$ cat config.mk
export PLATFORM = sky130hd
export DESIGN_NAME = arfmt_core
export DESIGN_NICKNAME = d
export VERILOG_FILES = /design/src/shared/arfmt_pkg.sv /design/src/verilog/arfmt_core.sv
export SDC_FILE = /design/constraint.sdc
export NUM_CORES = 1
export LEC_CHECK = 0
export BUFFER_PORTS_ARGS = -buffer_cell sky130_fd_sc_hd__buf_2
export CORE_MARGIN = 5
export CORE_UTILIZATION = 53
export CTS_CLUSTER_DIAMETER = 200
export CTS_CLUSTER_SIZE = 12
export DETAILED_ROUTE_END_ITERATION = 10
export PLACE_DENSITY = 0.8
export SLEW_MARGIN = 0
export SYNTH_ARGS = -nofsm -noshare
export SYNTH_HDL_FRONTEND = slang
export SYNTH_SLANG_ARGS = --single-unit
$ cat constraint.sdc
create_clock -name aclk -period 2.45 [get_ports aclk]
set_input_delay 0.1225 -clock aclk [delete_from_list [all_inputs] [get_ports aclk]]
set_output_delay 0.1225 -clock aclk [all_outputs]
set_load 0.03 [all_outputs]
$ cat src/shared/arfmt_pkg.sv
// Package: register map, field layout and timing constants for the converter result block
package arfmt_pkg;

    // ------------------------------------------------------------
    // Register offsets (byte addresses, one aligned word each)
    // ------------------------------------------------------------
    localparam logic [3:0] OFS_CTRL_TWO = 4'h0; // Conversion control two
    localparam logic [3:0] OFS_RES_HIGH = 4'h4; // Result high byte
    localparam logic [3:0] OFS_RES_LOW = 4'h8; // Result low byte
    localparam logic [3:0] OFS_START = 4'hC; // Start command and busy status

    // ------------------------------------------------------------
    // Field positions in conversion control two and in the start register
    // ------------------------------------------------------------
    localparam int POS_JUSTIFY = 7; // Result justification select
    localparam int POS_ACQ_LSB = 3; // Acquisition time select, 3 bits
    localparam int POS_CLK_LSB = 0; // Conversion clock select, 3 bits
    localparam logic [7:0] CTRL_WMASK = 8'hBF; // Bit 6 is unimplemented
    localparam logic [7:0] CTRL_RESET = 8'h00; // Control value after reset
    localparam int POS_GO = 0; // Start bit, reads back as busy
    localparam int POS_DONE = 1; // Done flag, writing one clears it

    // ------------------------------------------------------------
    // Timing
    // ------------------------------------------------------------
    localparam int CLK_NS = 100; // System clock period
    localparam int INSTR_CYCLE_CLKS = 4; // One instruction cycle in system clocks
    localparam int RC_DIV_DEFAULT = 8; // Dedicated RC clock modelled as a divider
    localparam int CONV_BITS = 10; // Bit periods spent on the conversion itself
    localparam int DISCHARGE_PERIODS = 1; // Bit periods spent discharging the hold cap
    // Clocks per bit period minus one, by clock select code; RC codes take RC_DIV instead
    localparam logic [7:0][7:0] CLK_DIV_MAX = {8'h00, 8'h3F, 8'h0F, 8'h03,
                                               8'h00, 8'h1F, 8'h07, 8'h01};
    // Acquisition length in bit periods, by acquisition select code
    localparam logic [7:0][4:0] ACQ_PERIODS = {5'h14, 5'h10, 5'h0C, 5'h08,
                                               5'h06, 5'h04, 5'h02, 5'h00};

    // Result fed into the block by the analog core
    typedef struct packed {
        logic valid; // One-cycle pulse when the SAR finishes
        logic [9:0] value; // Raw 10-bit result
    } arfmt_result_t;

    // Converter control presented to the analog core
    typedef struct packed {
        logic sample; // Sampling switch closed
        logic convert; // SAR running
        logic discharge; // Hold capacitor being discharged
        logic bit_tick; // One pulse per conversion bit period
    } arfmt_analog_t;

    // Sequencer states
    typedef enum logic [2:0] {
        ST_IDLE = 3'b000,
        ST_RCWAIT = 3'b001,
        ST_ACQ = 3'b010,
        ST_CONV = 3'b011,
        ST_DISCH = 3'b100
    } arfmt_state_t;

endpackage

$ cat src/verilog/arfmt_core.sv
// Converter result formatting, acquisition timing and clock select behind an AXI4-Lite slave
//
// Decided for this implementation: the AXI4-Lite interface to the registers and the placing of the registers.
`timescale 1ns/100ps

// Function
// - Left justified: high register holds result[9:2]
// - Left justified: low bits 7:6 hold result[1:0]
// - Right justified: high bits 1:0 hold result[9:8]
// - Right justified: low register holds result[7:0]
// - Discharge hold capacitor after every conversion
module arfmt_core #(
    parameter int RC_DIV = arfmt_pkg::RC_DIV_DEFAULT // System clocks per RC period
) (
    // Clock and reset
    input wire logic aclk,
    input wire logic aresetn,
    // AXI4-Lite write address
    input wire logic [3:0] s_axi_awaddr,
    input wire logic s_axi_awvalid,
    output logic s_axi_awready,
    // AXI4-Lite write data
    input wire logic [31:0] s_axi_wdata,
    input wire logic [3:0] s_axi_wstrb,
    input wire logic s_axi_wvalid,
    output logic s_axi_wready,
    // AXI4-Lite write response
    output logic [1:0] s_axi_bresp,
    output logic s_axi_bvalid,
    input wire logic s_axi_bready,
    // AXI4-Lite read address
    input wire logic [3:0] s_axi_araddr,
    input wire logic s_axi_arvalid,
    output logic s_axi_arready,
    // AXI4-Lite read data
    output logic [31:0] s_axi_rdata,
    output logic [1:0] s_axi_rresp,
    output logic s_axi_rvalid,
    input wire logic s_axi_rready,
    // Analog core
    input wire arfmt_pkg::arfmt_result_t result_in,
    output arfmt_pkg::arfmt_analog_t analog_ctl
);
    import arfmt_pkg::*;

    // Prescaler is 8 bits and a bit period needs at least two clocks
    if (RC_DIV < 2 || RC_DIV > 255) begin : g_bad_rc_div
        $error("RC_DIV out of range");
    end

    // ------------------------------------------------------------
    // State
    // ------------------------------------------------------------
    logic [7:0] ctrl, next_ctrl; // Conversion control two
    logic [7:0] res_high, next_res_high; // Result high byte
    logic [7:0] res_low, next_res_low; // Result low byte
    logic done, next_done; // Conversion finished flag
    arfmt_state_t state, next_state; // Sequencer state
    logic [7:0] div_cnt, next_div_cnt; // Bit period prescaler
    logic [4:0] per_cnt, next_per_cnt; // Bit periods left in phase
    logic tick; // End of one bit period
    logic [7:0] div_max; // Clocks per bit period minus one
    logic [4:0] acq_periods; // Acquisition length in bit periods
    // Bus handshake state
    logic aw_held, next_aw_held; // Write address captured
    logic w_held, next_w_held; // Write data captured
    logic [3:0] aw_addr, next_aw_addr; // Captured write address
    logic [31:0] w_data, next_w_data; // Captured write data
    logic [3:0] w_strb, next_w_strb; // Captured strobes
    logic bvalid, next_bvalid; // Write response pending
    logic [1:0] bresp, next_bresp; // Write response code
    logic rvalid, next_rvalid; // Read data pending
    logic [31:0] rdata, next_rdata; // Read data
    logic [1:0] rresp, next_rresp; // Read response code
    logic do_write; // Both halves of a write present
    logic go_write; // Software sets the start bit

    // ------------------------------------------------------------
    // Bit period and acquisition decode
    // ------------------------------------------------------------
    // Clock select decode; slow clocks kept as divider ratios, codes 011/111 are the RC clock
    assign div_max = (ctrl[POS_CLK_LSB +: 2] == 2'b11) ? 8'(RC_DIV - 1)
                                                        : CLK_DIV_MAX[ctrl[POS_CLK_LSB +: 3]];

    // Acquisition field decode
    assign acq_periods = ACQ_PERIODS[ctrl[POS_ACQ_LSB +: 3]];

    assign tick = (div_cnt == div_max);
    assign do_write = aw_held && w_held && !bvalid;
    assign go_write = do_write && (aw_addr == OFS_START) && w_strb[0] && w_data[POS_GO];

    // ------------------------------------------------------------
    // Sequencer
    // ------------------------------------------------------------
    // Runs acquisition, conversion and discharge in bit periods
    always_comb begin
        next_state = state;
        next_per_cnt = per_cnt;
        // Prescaler restarts with each phase so periods are whole
        next_div_cnt = (state == ST_IDLE || tick) ? 8'h00 : div_cnt + 8'h01;
        unique case (state)
            ST_IDLE: begin
                if (go_write) begin
                    if (ctrl[POS_CLK_LSB +: 3] == 3'b011 || ctrl[POS_CLK_LSB +: 3] == 3'b111) begin
                        next_state = ST_RCWAIT;
                        next_per_cnt = 5'(INSTR_CYCLE_CLKS - 1);
                    end else if (acq_periods == 5'h00) begin
                        next_state = ST_CONV;
                        next_per_cnt = 5'(CONV_BITS - 1);
                    end else begin
                        next_state = ST_ACQ;
                        next_per_cnt = acq_periods - 5'h01;
                    end
                end
            end
            ST_RCWAIT: begin
                // One instruction cycle of system clocks before anything starts
                next_div_cnt = 8'h00;
                if (per_cnt == 5'h00) begin
                    next_state = (acq_periods == 5'h00) ? ST_CONV : ST_ACQ;
                    next_per_cnt = (acq_periods == 5'h00) ? 5'(CONV_BITS - 1) : acq_periods - 1'b1;
                end else begin
                    next_per_cnt = per_cnt - 5'h01;
                end
            end
            ST_ACQ: begin
                if (tick) begin
                    if (per_cnt == 5'h00) begin
                        next_state = ST_CONV;
                        next_per_cnt = 5'(CONV_BITS - 1);
                    end else begin
                        next_per_cnt = per_cnt - 5'h01;
                    end
                end
            end
            ST_CONV: begin
                if (tick) begin
                    if (per_cnt == 5'h00) begin
                        next_state = ST_DISCH;
                        next_per_cnt = 5'(DISCHARGE_PERIODS - 1);
                    end else begin
                        next_per_cnt = per_cnt - 5'h01;
                    end
                end
            end
            ST_DISCH: begin
                if (tick && per_cnt == 5'h00) begin
                    next_state = ST_IDLE;
                end else if (tick) begin
                    next_per_cnt = per_cnt - 5'h01;
                end
            end
            default: next_state = ST_IDLE; // Illegal codes recover to idle
        endcase
    end

    // Analog controls straight from the sequencer
    always_comb begin
        analog_ctl.sample = (state == ST_ACQ) || (state == ST_RCWAIT) || (state == ST_IDLE);
        analog_ctl.convert = (state == ST_CONV);
        analog_ctl.discharge = (state == ST_DISCH);
        analog_ctl.bit_tick = tick && (state == ST_CONV);
    end

    // ------------------------------------------------------------
    // Register file and result formatting
    // ------------------------------------------------------------
    always_comb begin
        next_ctrl = ctrl;
        next_res_high = res_high;
        next_res_low = res_low;
        next_done = done;
        if (do_write && w_strb[0]) begin
            unique case (aw_addr)
                OFS_CTRL_TWO: next_ctrl = w_data[7:0] & CTRL_WMASK;
                OFS_RES_HIGH: next_res_high = w_data[7:0];
                OFS_RES_LOW: next_res_low = w_data[7:0];
                OFS_START: next_done = w_data[POS_DONE] ? 1'b0 : done;
                default: next_ctrl = ctrl;
            endcase
        end
        // Hardware result wins over a same-cycle software write
        if (result_in.valid && state == ST_CONV) begin
            next_done = 1'b1;
            if (ctrl[POS_JUSTIFY]) begin
                next_res_high = {6'h00, result_in.value[9:8]};
                next_res_low = result_in.value[7:0];
            end else begin
                next_res_high = result_in.value[9:2];
                next_res_low = {result_in.value[1:0], 6'h00};
            end
        end
    end

    // ------------------------------------------------------------
    // AXI4-Lite slave
    // ------------------------------------------------------------
    // Address and data taken in either order; response after both
    always_comb begin
        next_aw_held = aw_held;
        next_w_held = w_held;
        next_aw_addr = aw_addr;
        next_w_data = w_data;
        next_w_strb = w_strb;
        next_bvalid = bvalid;
        next_bresp = bresp;
        next_rvalid = rvalid;
        next_rdata = rdata;
        next_rresp = rresp;
        if (s_axi_awvalid && !aw_held) begin
            next_aw_held = 1'b1;
            next_aw_addr = s_axi_awaddr;
        end
        if (s_axi_wvalid && !w_held) begin
            next_w_held = 1'b1;
            next_w_data = s_axi_wdata;
            next_w_strb = s_axi_wstrb;
        end
        if (do_write) begin
            next_aw_held = 1'b0;
            next_w_held = 1'b0;
            next_bvalid = 1'b1;
            next_bresp = (aw_addr[1:0] == 2'b00 && aw_addr <= OFS_START) ? 2'b00 : 2'b10;
        end else if (bvalid && s_axi_bready) begin
            next_bvalid = 1'b0;
        end
        if (s_axi_arvalid && !rvalid) begin
            next_rvalid = 1'b1;
            next_rresp = 2'b00;
            unique case (s_axi_araddr)
                OFS_CTRL_TWO: next_rdata = {24'h00_0000, ctrl};
                OFS_RES_HIGH: next_rdata = {24'h00_0000, res_high};
                OFS_RES_LOW: next_rdata = {24'h00_0000, res_low};
                OFS_START: next_rdata = {30'h0000_0000, done, state != ST_IDLE};
                default: begin
                    next_rdata = 32'h0000_0000;
                    next_rresp = 2'b10; // Unmapped address
                end
            endcase
        end else if (rvalid && s_axi_rready) begin
            next_rvalid = 1'b0;
        end
    end

    assign s_axi_awready = !aw_held;
    assign s_axi_wready = !w_held;
    assign s_axi_bvalid = bvalid;
    assign s_axi_bresp = bresp;
    assign s_axi_arready = !rvalid;
    assign s_axi_rvalid = rvalid;
    assign s_axi_rdata = rdata;
    assign s_axi_rresp = rresp;

    // Registers only; all next values come from above
    always_ff @(posedge aclk) begin
        if (!aresetn) begin
            ctrl <= CTRL_RESET;
            res_high <= 8'h00;
            res_low <= 8'h00;
            done <= 1'b0;
            state <= ST_IDLE;
            div_cnt <= 8'h00;
            per_cnt <= 5'h00;
            aw_held <= 1'b0;
            w_held <= 1'b0;
            aw_addr <= 4'h0;
            w_data <= 32'h0000_0000;
            w_strb <= 4'h0;
            bvalid <= 1'b0;
            bresp <= 2'b00;
            rvalid <= 1'b0;
            rdata <= 32'h0000_0000;
            rresp <= 2'b00;
        end else begin
            ctrl <= next_ctrl;
            res_high <= next_res_high;
            res_low <= next_res_low;
            done <= next_done;
            state <= next_state;
            div_cnt <= next_div_cnt;
            per_cnt <= next_per_cnt;
            aw_held <= next_aw_held;
            w_held <= next_w_held;
            aw_addr <= next_aw_addr;
            w_data <= next_w_data;
            w_strb <= next_w_strb;
            bvalid <= next_bvalid;
            bresp <= next_bresp;
            rvalid <= next_rvalid;
            rdata <= next_rdata;
            rresp <= next_rresp;
        end
    end

endmodule // arfmt_core

==> flow_metrics.py, run 1 <==
metrics = {
    "timing": {
        "fin_tns_setup_ns": 0,
        "slew_headroom_pct": 60.3,
        "post-route-period-util_pct": 91.5,
        "fmax_mhz": 446,
        "setup_viol": 0,
        "hold_viol_final": 0,
        "setup_ws_ns": 0.209,
        "skew_ns": 0.0138,
        "maxSlewViolCount": 0,
        "post-route-min-period_ns": 2.24,
        "fin_hold_ws_ns": 0.0135,
        "worst_slew_pin_slew_ns": 0.595,
        "rsz0062_at_grt": "no",
    },
    "pwr": {
        "p_sw_mw": 1.11,
        "combPwrFrac_pct": 27.4,
        "p_leak_nw": 1.91,
        "clkPwrFrac_pct": 30.0,
        "ir_drop_mv": 0.440,
        "powerDensity_nw_per_um2": 715,
        "power.total_mw": 3.27,
        "switching_share_pct": 34.0,
        "p_int_mw": 2.16,
        "p_seq_share_pct": 42.7,
    },
    "die": {
        "die_area_sq_um": 9360,
        "rows": 31,
        "die_h_um": 96.7,
        "ios": 107,
        "start_util_pct": 54.7,
        "core_sq_um": 7290,
        "chipWidth_um": 96.7,
    },
    "synth": {
        "synth-main-ff-cell": "dfxtp_1",
        "syn-cell-area_sq_um": 3990,
        "synth-seq-cells": 77,
        "async_flop_share_pct": 0,
        "yosys_warnings": 0,
        "synth.distinct_cells": 58,
        "synth_edf_count": 0,
        "syn_inst": 464,
        "yosysSeqAreaShare_pct": 38.7,
        "avgSynthCellArea_sq_um": 8.59,
    },
    "status": {
        "status": "completed",
    },
    "clock_tree": {
        "clk_latency_ns": 0.36,
        "postCtsSetupRepairBufs": 0,
        "cts_buffer_depth": 2,
        "cts_buffers": 9,
        "clockRootBuffer": "clkbuf_8",
        "cts_tree": "built",
        "clk_pin_slew_ns": 0.08,
        "cts.sinks": 77,
        "htree_levels": 3,
    },
    "critical_path": {
        "worstSetupPathType": "flip-flop to output pin",
        "cp.required_ns": 2.33,
        "end_kind": "output pin",
        "cp_max_fo": 8,
        "worstPathArrival_ns": 2.12,
        "startpoint_type": "flip-flop",
    },
    "placement": {
        "place.detailed.hpwl_um": 6740,
        "gp_congestion": 0.927,
        "pre_cts_slack_ns": 0.309,
        "port_buffers": 53,
    },
    "drt": {
        "drtIter0Drc": 300,
        "num_vias": 3447,
        "drt_first_pass_iters": 4,
        "route.detailed.drc": 0,
        "drt-total-wl_um": 9350,
        "wl_per_cell_um": 14.8,
        "via_per_inst": 5.46,
        "detail-route-antenna-nets": 0,
    },
    "global_route": {
        "grt_pass1_wl_um": 15800,
        "track_usage_pct": 19.9,
        "grt-ovfl-total": 0,
        "grt_max_degree": 28,
        "antenna_found_initial": 0,
        "grt_pass1_vias": 3353,
    },
    "cells_and_area": {
        "drive_gt1_share_pct": 18.6,
        "final_util_pct": 62.7,
        "syn_to_final_growth_pct": 14.8,
        "final_common_cell": "dfxtp_1",
        "antenna_cells": 0,
        "num-nets-final": 595,
        "n_fill_cell": 632,
        "final_cell_mix": "dfxtp_1 (77), buf_2 (53), nor2_1 (47)",
    },
    "run": {
        "drv_cap": 0,
    },
    "worst_hold_path": {
        "hp-class": "primary input to flip-flop",
    },
}
[cells by family (layout without fill, tap and decap cells)]
kind of cell	after synthesis	in the layout	synth area share [%]
fa+ha+maj	6	6	1.88
other cells	1	26	0.0941
buf+inv	65	108	8.69
xor+xnor	12	12	2.64
compound gates	114	114	18.6
mux	42	42	11.3
flops	77	77	38.7
simple gates	147	147	18.1
[per-layer routing]
metal / global-route usage [%] / vias up / part of all wire (%)
met5: 0 / - / 0
met4: 8.53 / 0 / 2.6
met3: 5.18 / 22 / 6.0
met2: 31.4 / 104 / 46
met1: 25.8 / 1602 / 45
li1: - / 1719 / -
[area by class of cell]
type / count / area, sq um / area share [%]
flip-flops and latches: 77 / 1540 / 33.7
multi-input cells: 347 / 2190 / 47.9
repair buffers: 75 / 455 / 9.95
clock inverters: 6 / 71.3 / 1.56
well taps: 99 / 124 / 2.71
inverters: 17 / 63.8 / 1.39
clock buffers: 10 / 128 / 2.79
[worst paths after layout]
| kind | start | slack (ns) | to | cells after the start |
|---|---|---|---|---|
| hold reg to reg | per_cnt[0]$_SDFFE_PN0P_ | 0.49 | per_cnt[0]$_SDFFE_PN0P_ | 2 |
| setup / recovery | div_cnt[0]$_SDFF_PP0_ | 0.21 | analog_ctl[0] | 5 |
| hold / removal | s_axi_awaddr[0] | 0.01 | aw_addr[0]$_SDFFE_PN0P_ | 3 |
| setup reg to reg | aw_addr[3]$_SDFFE_PN0P_ | 0.27 | flip-flop | 6 |
[through the flow]
stage          std cells  cell area (sq um)
2_1_floorplan        489               4080
3_3_place_gp         605               4280
3_5_place_dp         605               4280
4_1_cts              631               4580
5_1_grt              631               4580
6_report             631               4580
[power by group through the flow]
| stage | sequential (mW) | clock [mW] | combinational [mW] |
|---|---|---|---|
| finish | 1.40 | 0.982 | 0.895 |
| floorplan | 1.42 | 0 | 0.677 |
| detailed placement | 1.42 | 0 | 0.867 |
| global route | 1.41 | 1.05 | 0.991 |
| CTS | 1.40 | 0.997 | 0.885 |
| global placement | 1.42 | 0 | 0.846 |
[Yosys cell counts (4+ instances only)]
master    instances  area share [%]
a211oi_1         26             4.9
a21oi_1          35             4.4
a22oi_1           8             1.5
buf_1             4            0.38
buf_4            27             5.1
clkbuf_1         16             1.5
dfxtp_1          77              39
ha_1              6             1.9
inv_1            16             1.5
mux2i_1          37             9.3
nand2_1          43             4.0
nand2b_1          6            0.94
nand3_1           9             1.1
nor2_1           47             4.4
nor2b_1           7             1.1
nor3_1            9             1.1
o21ai_0          18             2.3
o22ai_1           6            0.94
xnor2_1           4            0.88
xor2_1            8             1.8
[repair_timing]
| item | CTS | global route |
|---|---|---|
| hold buffers | 10 | 0 |
| resized for setup | 0 | 0 |
| hold endpoints to repair | 10 | 0 |
[state kept, by name, indices dropped and copies added, names as in the netlist, 3 cells and up, named ones only]
name / flops
res_high: 8
acq_periods: 4
w_data: 8
res_low: 8
ctrl: 7
per_cnt: 5
aw_addr: 4
s_axi_rdata: 8
state: 3
div_cnt: 8
[critical path, cell delays in order, from the launching register on]
cell and delay (ns):
dfxtp_1 0.50, xor2_1 0.12, o32ai_1 0.47, nor2_1 0.18
nor4_1 0.25, buf_2 0.24
(Power assumes the default switching activity.)
==> inputs of run 2 (changes only) <==
--- a/config.mk
+++ b/config.mk
@@ -11,7 +11,7 @@
 export CTS_CLUSTER_DIAMETER = 200
 export CTS_CLUSTER_SIZE = 12
 export DETAILED_ROUTE_END_ITERATION = 10
-export PLACE_DENSITY = 0.8
+export PLACE_DENSITY = 0.77
 export SLEW_MARGIN = 0
 export SYNTH_ARGS = -nofsm -noshare
 export SYNTH_HDL_FRONTEND = slang
==> flow_metrics.py, run 2 (synthesized netlist as in run 1, its figures left out) <==
metrics = {
    "clock_tree": {
        "cts_buffers": 9,
        "htree_levels": 3,
        "postCtsSetupRepairBufs": 0,
        "cts.sinks": 77,
        "clockRootBuffer": "clkbuf_8",
        "cts_buffer_depth": 2,
        "cts_hold_buffers": 16,
        "clk_latency_ns": 0.36,
        "clk_pin_slew_ns": 0.08,
        "cts_resized": 0,
        "cts_tree": "built",
    },
    "placement": {
        "place_inst": 603,
        "port_buffers": 53,
        "pre_cts_slack_ns": 0.321,
        "gp_congestion": 0.897,
        "place.detailed.hpwl_um": 6570,
        "postPlaceCellArea_sq_um": 4260,
    },
    "die": {
        "die_h_um": 96.7,
        "start_util_pct": 54.7,
        "rows": 31,
        "ios": 107,
        "chipWidth_um": 96.7,
        "core_sq_um": 7290,
        "die_area_sq_um": 9360,
    },
    "critical_path": {
        "startpoint_type": "flip-flop",
        "worstPathArrival_ns": 2.15,
        "cp.required_ns": 2.33,
        "worstSetupPathType": "flip-flop to output pin",
        "cp_max_fo": 10,
        "end_kind": "output pin",
        "ff2ff_setup_slack_ns": 0.28,
    },
    "timing": {
        "fin_hold_ws_ns": 0.0177,
        "slew_headroom_pct": 58.3,
        "fmax_mhz": 440,
        "fin_tns_setup_ns": 0,
        "maxSlewViolCount": 0,
        "setup_ws_ns": 0.176,
        "post-route-period-util_pct": 92.8,
        "rsz0062_at_grt": "no",
        "setup_viol": 0,
        "skew_ns": 0.0142,
        "worst_slew_pin_slew_ns": 0.624,
        "hold_viol_final": 0,
        "post-route-min-period_ns": 2.27,
    },
    "global_route": {
        "grt_max_degree": 37,
        "grt_pass1_wl_um": 15600,
        "antenna_found_initial": 0,
        "grt_pass1_vias": 3215,
        "track_usage_pct": 19.9,
        "grt-ovfl-total": 0,
    },
    "cells_and_area": {
        "num-nets-final": 599,
        "syn_to_final_growth_pct": 16.6,
        "layout.cells.non_filler": 635,
        "final_cell_mix": "dfxtp_1 (77), buf_2 (53), nor2_1 (47)",
        "final_util_pct": 63.7,
        "final_common_cell": "dfxtp_1",
        "final_cell_area_sq_um": 4650,
        "antenna_cells": 0,
        "drive_gt1_share_pct": 18.3,
    },
    "drt": {
        "detail-route-antenna-nets": 0,
        "via_per_inst": 5.49,
        "drt_first_pass_iters": 4,
        "drtIter0Drc": 293,
        "drt-total-wl_um": 9350,
        "route.detailed.drc": 0,
        "num_vias": 3486,
        "wl_per_cell_um": 14.7,
    },
    "pwr": {
        "power.total_mw": 3.41,
        "p_leak_nw": 1.95,
        "ir_drop_mv": 0.363,
        "powerDensity_nw_per_um2": 734,
    },
    "run": {
        "drv_cap": 0,
    },
    "status": {
        "status": "completed",
    },
    "worst_hold_path": {
        "hp-class": "primary input to flip-flop",
    },
}
==> run 2: layer usage <==
layer  vias up  wire length (um)  track usage (%)
li1       1732                 -                -
met1      1622              4140             26.0
met2       120              4360             31.5
met3        12               660             4.89
met4         0               191             7.99
met5         -                 0                0
==> run 2: final cells by class <==
| class | instances | area (sq um) |
|---|---|---|
| Timing Repair Buffer | 79 | 500 |
| Clock buffer | 9 | 124 |
| Inverter | 17 | 63.8 |
| Tap cell | 99 | 124 |
| Multi-Input combinational cell | 347 | 2190 |
| Sequential cell | 77 | 1540 |
| Fill cell | 604 | 2640 |
| Clock inverter | 7 | 103 |
==> run 2: final timing paths <==
kind	startpoint	to	depth (start not counted)
worst max-delay path	ctrl[1]$_SDFFE_PN0P_	analog_ctl[0]	5
worst min-delay path	s_axi_bready	s_axi_bvalid$_SDFFE_PN0P_	3
worst min register to register	done$_SDFFE_PN0P_	done$_SDFFE_PN0P_	2
worst max register to register	aw_addr[3]$_SDFFE_PN0P_	flip-flop	6
==> run 2: critical path, stage by stage (launching register included) <==
cell       delay (ns)
dfxtp_1          0.40
and2_4           0.22
o32ai_1          0.32
o2111ai_2        0.31
nor4_1           0.29
buf_2            0.26
==> run 2: report_power, final <==
part / leakage (nW) / total, mW / internal, mW / switching (mW)
Sequential: 0.624 / 1.40 / 1.32 / 0.0807
Combinational: 1.20 / 0.901 / 0.358 / 0.543
Clock: 0.117 / 1.11 / 0.590 / 0.516
Total: 1.95 / 3.41 / 2.27 / 1.14
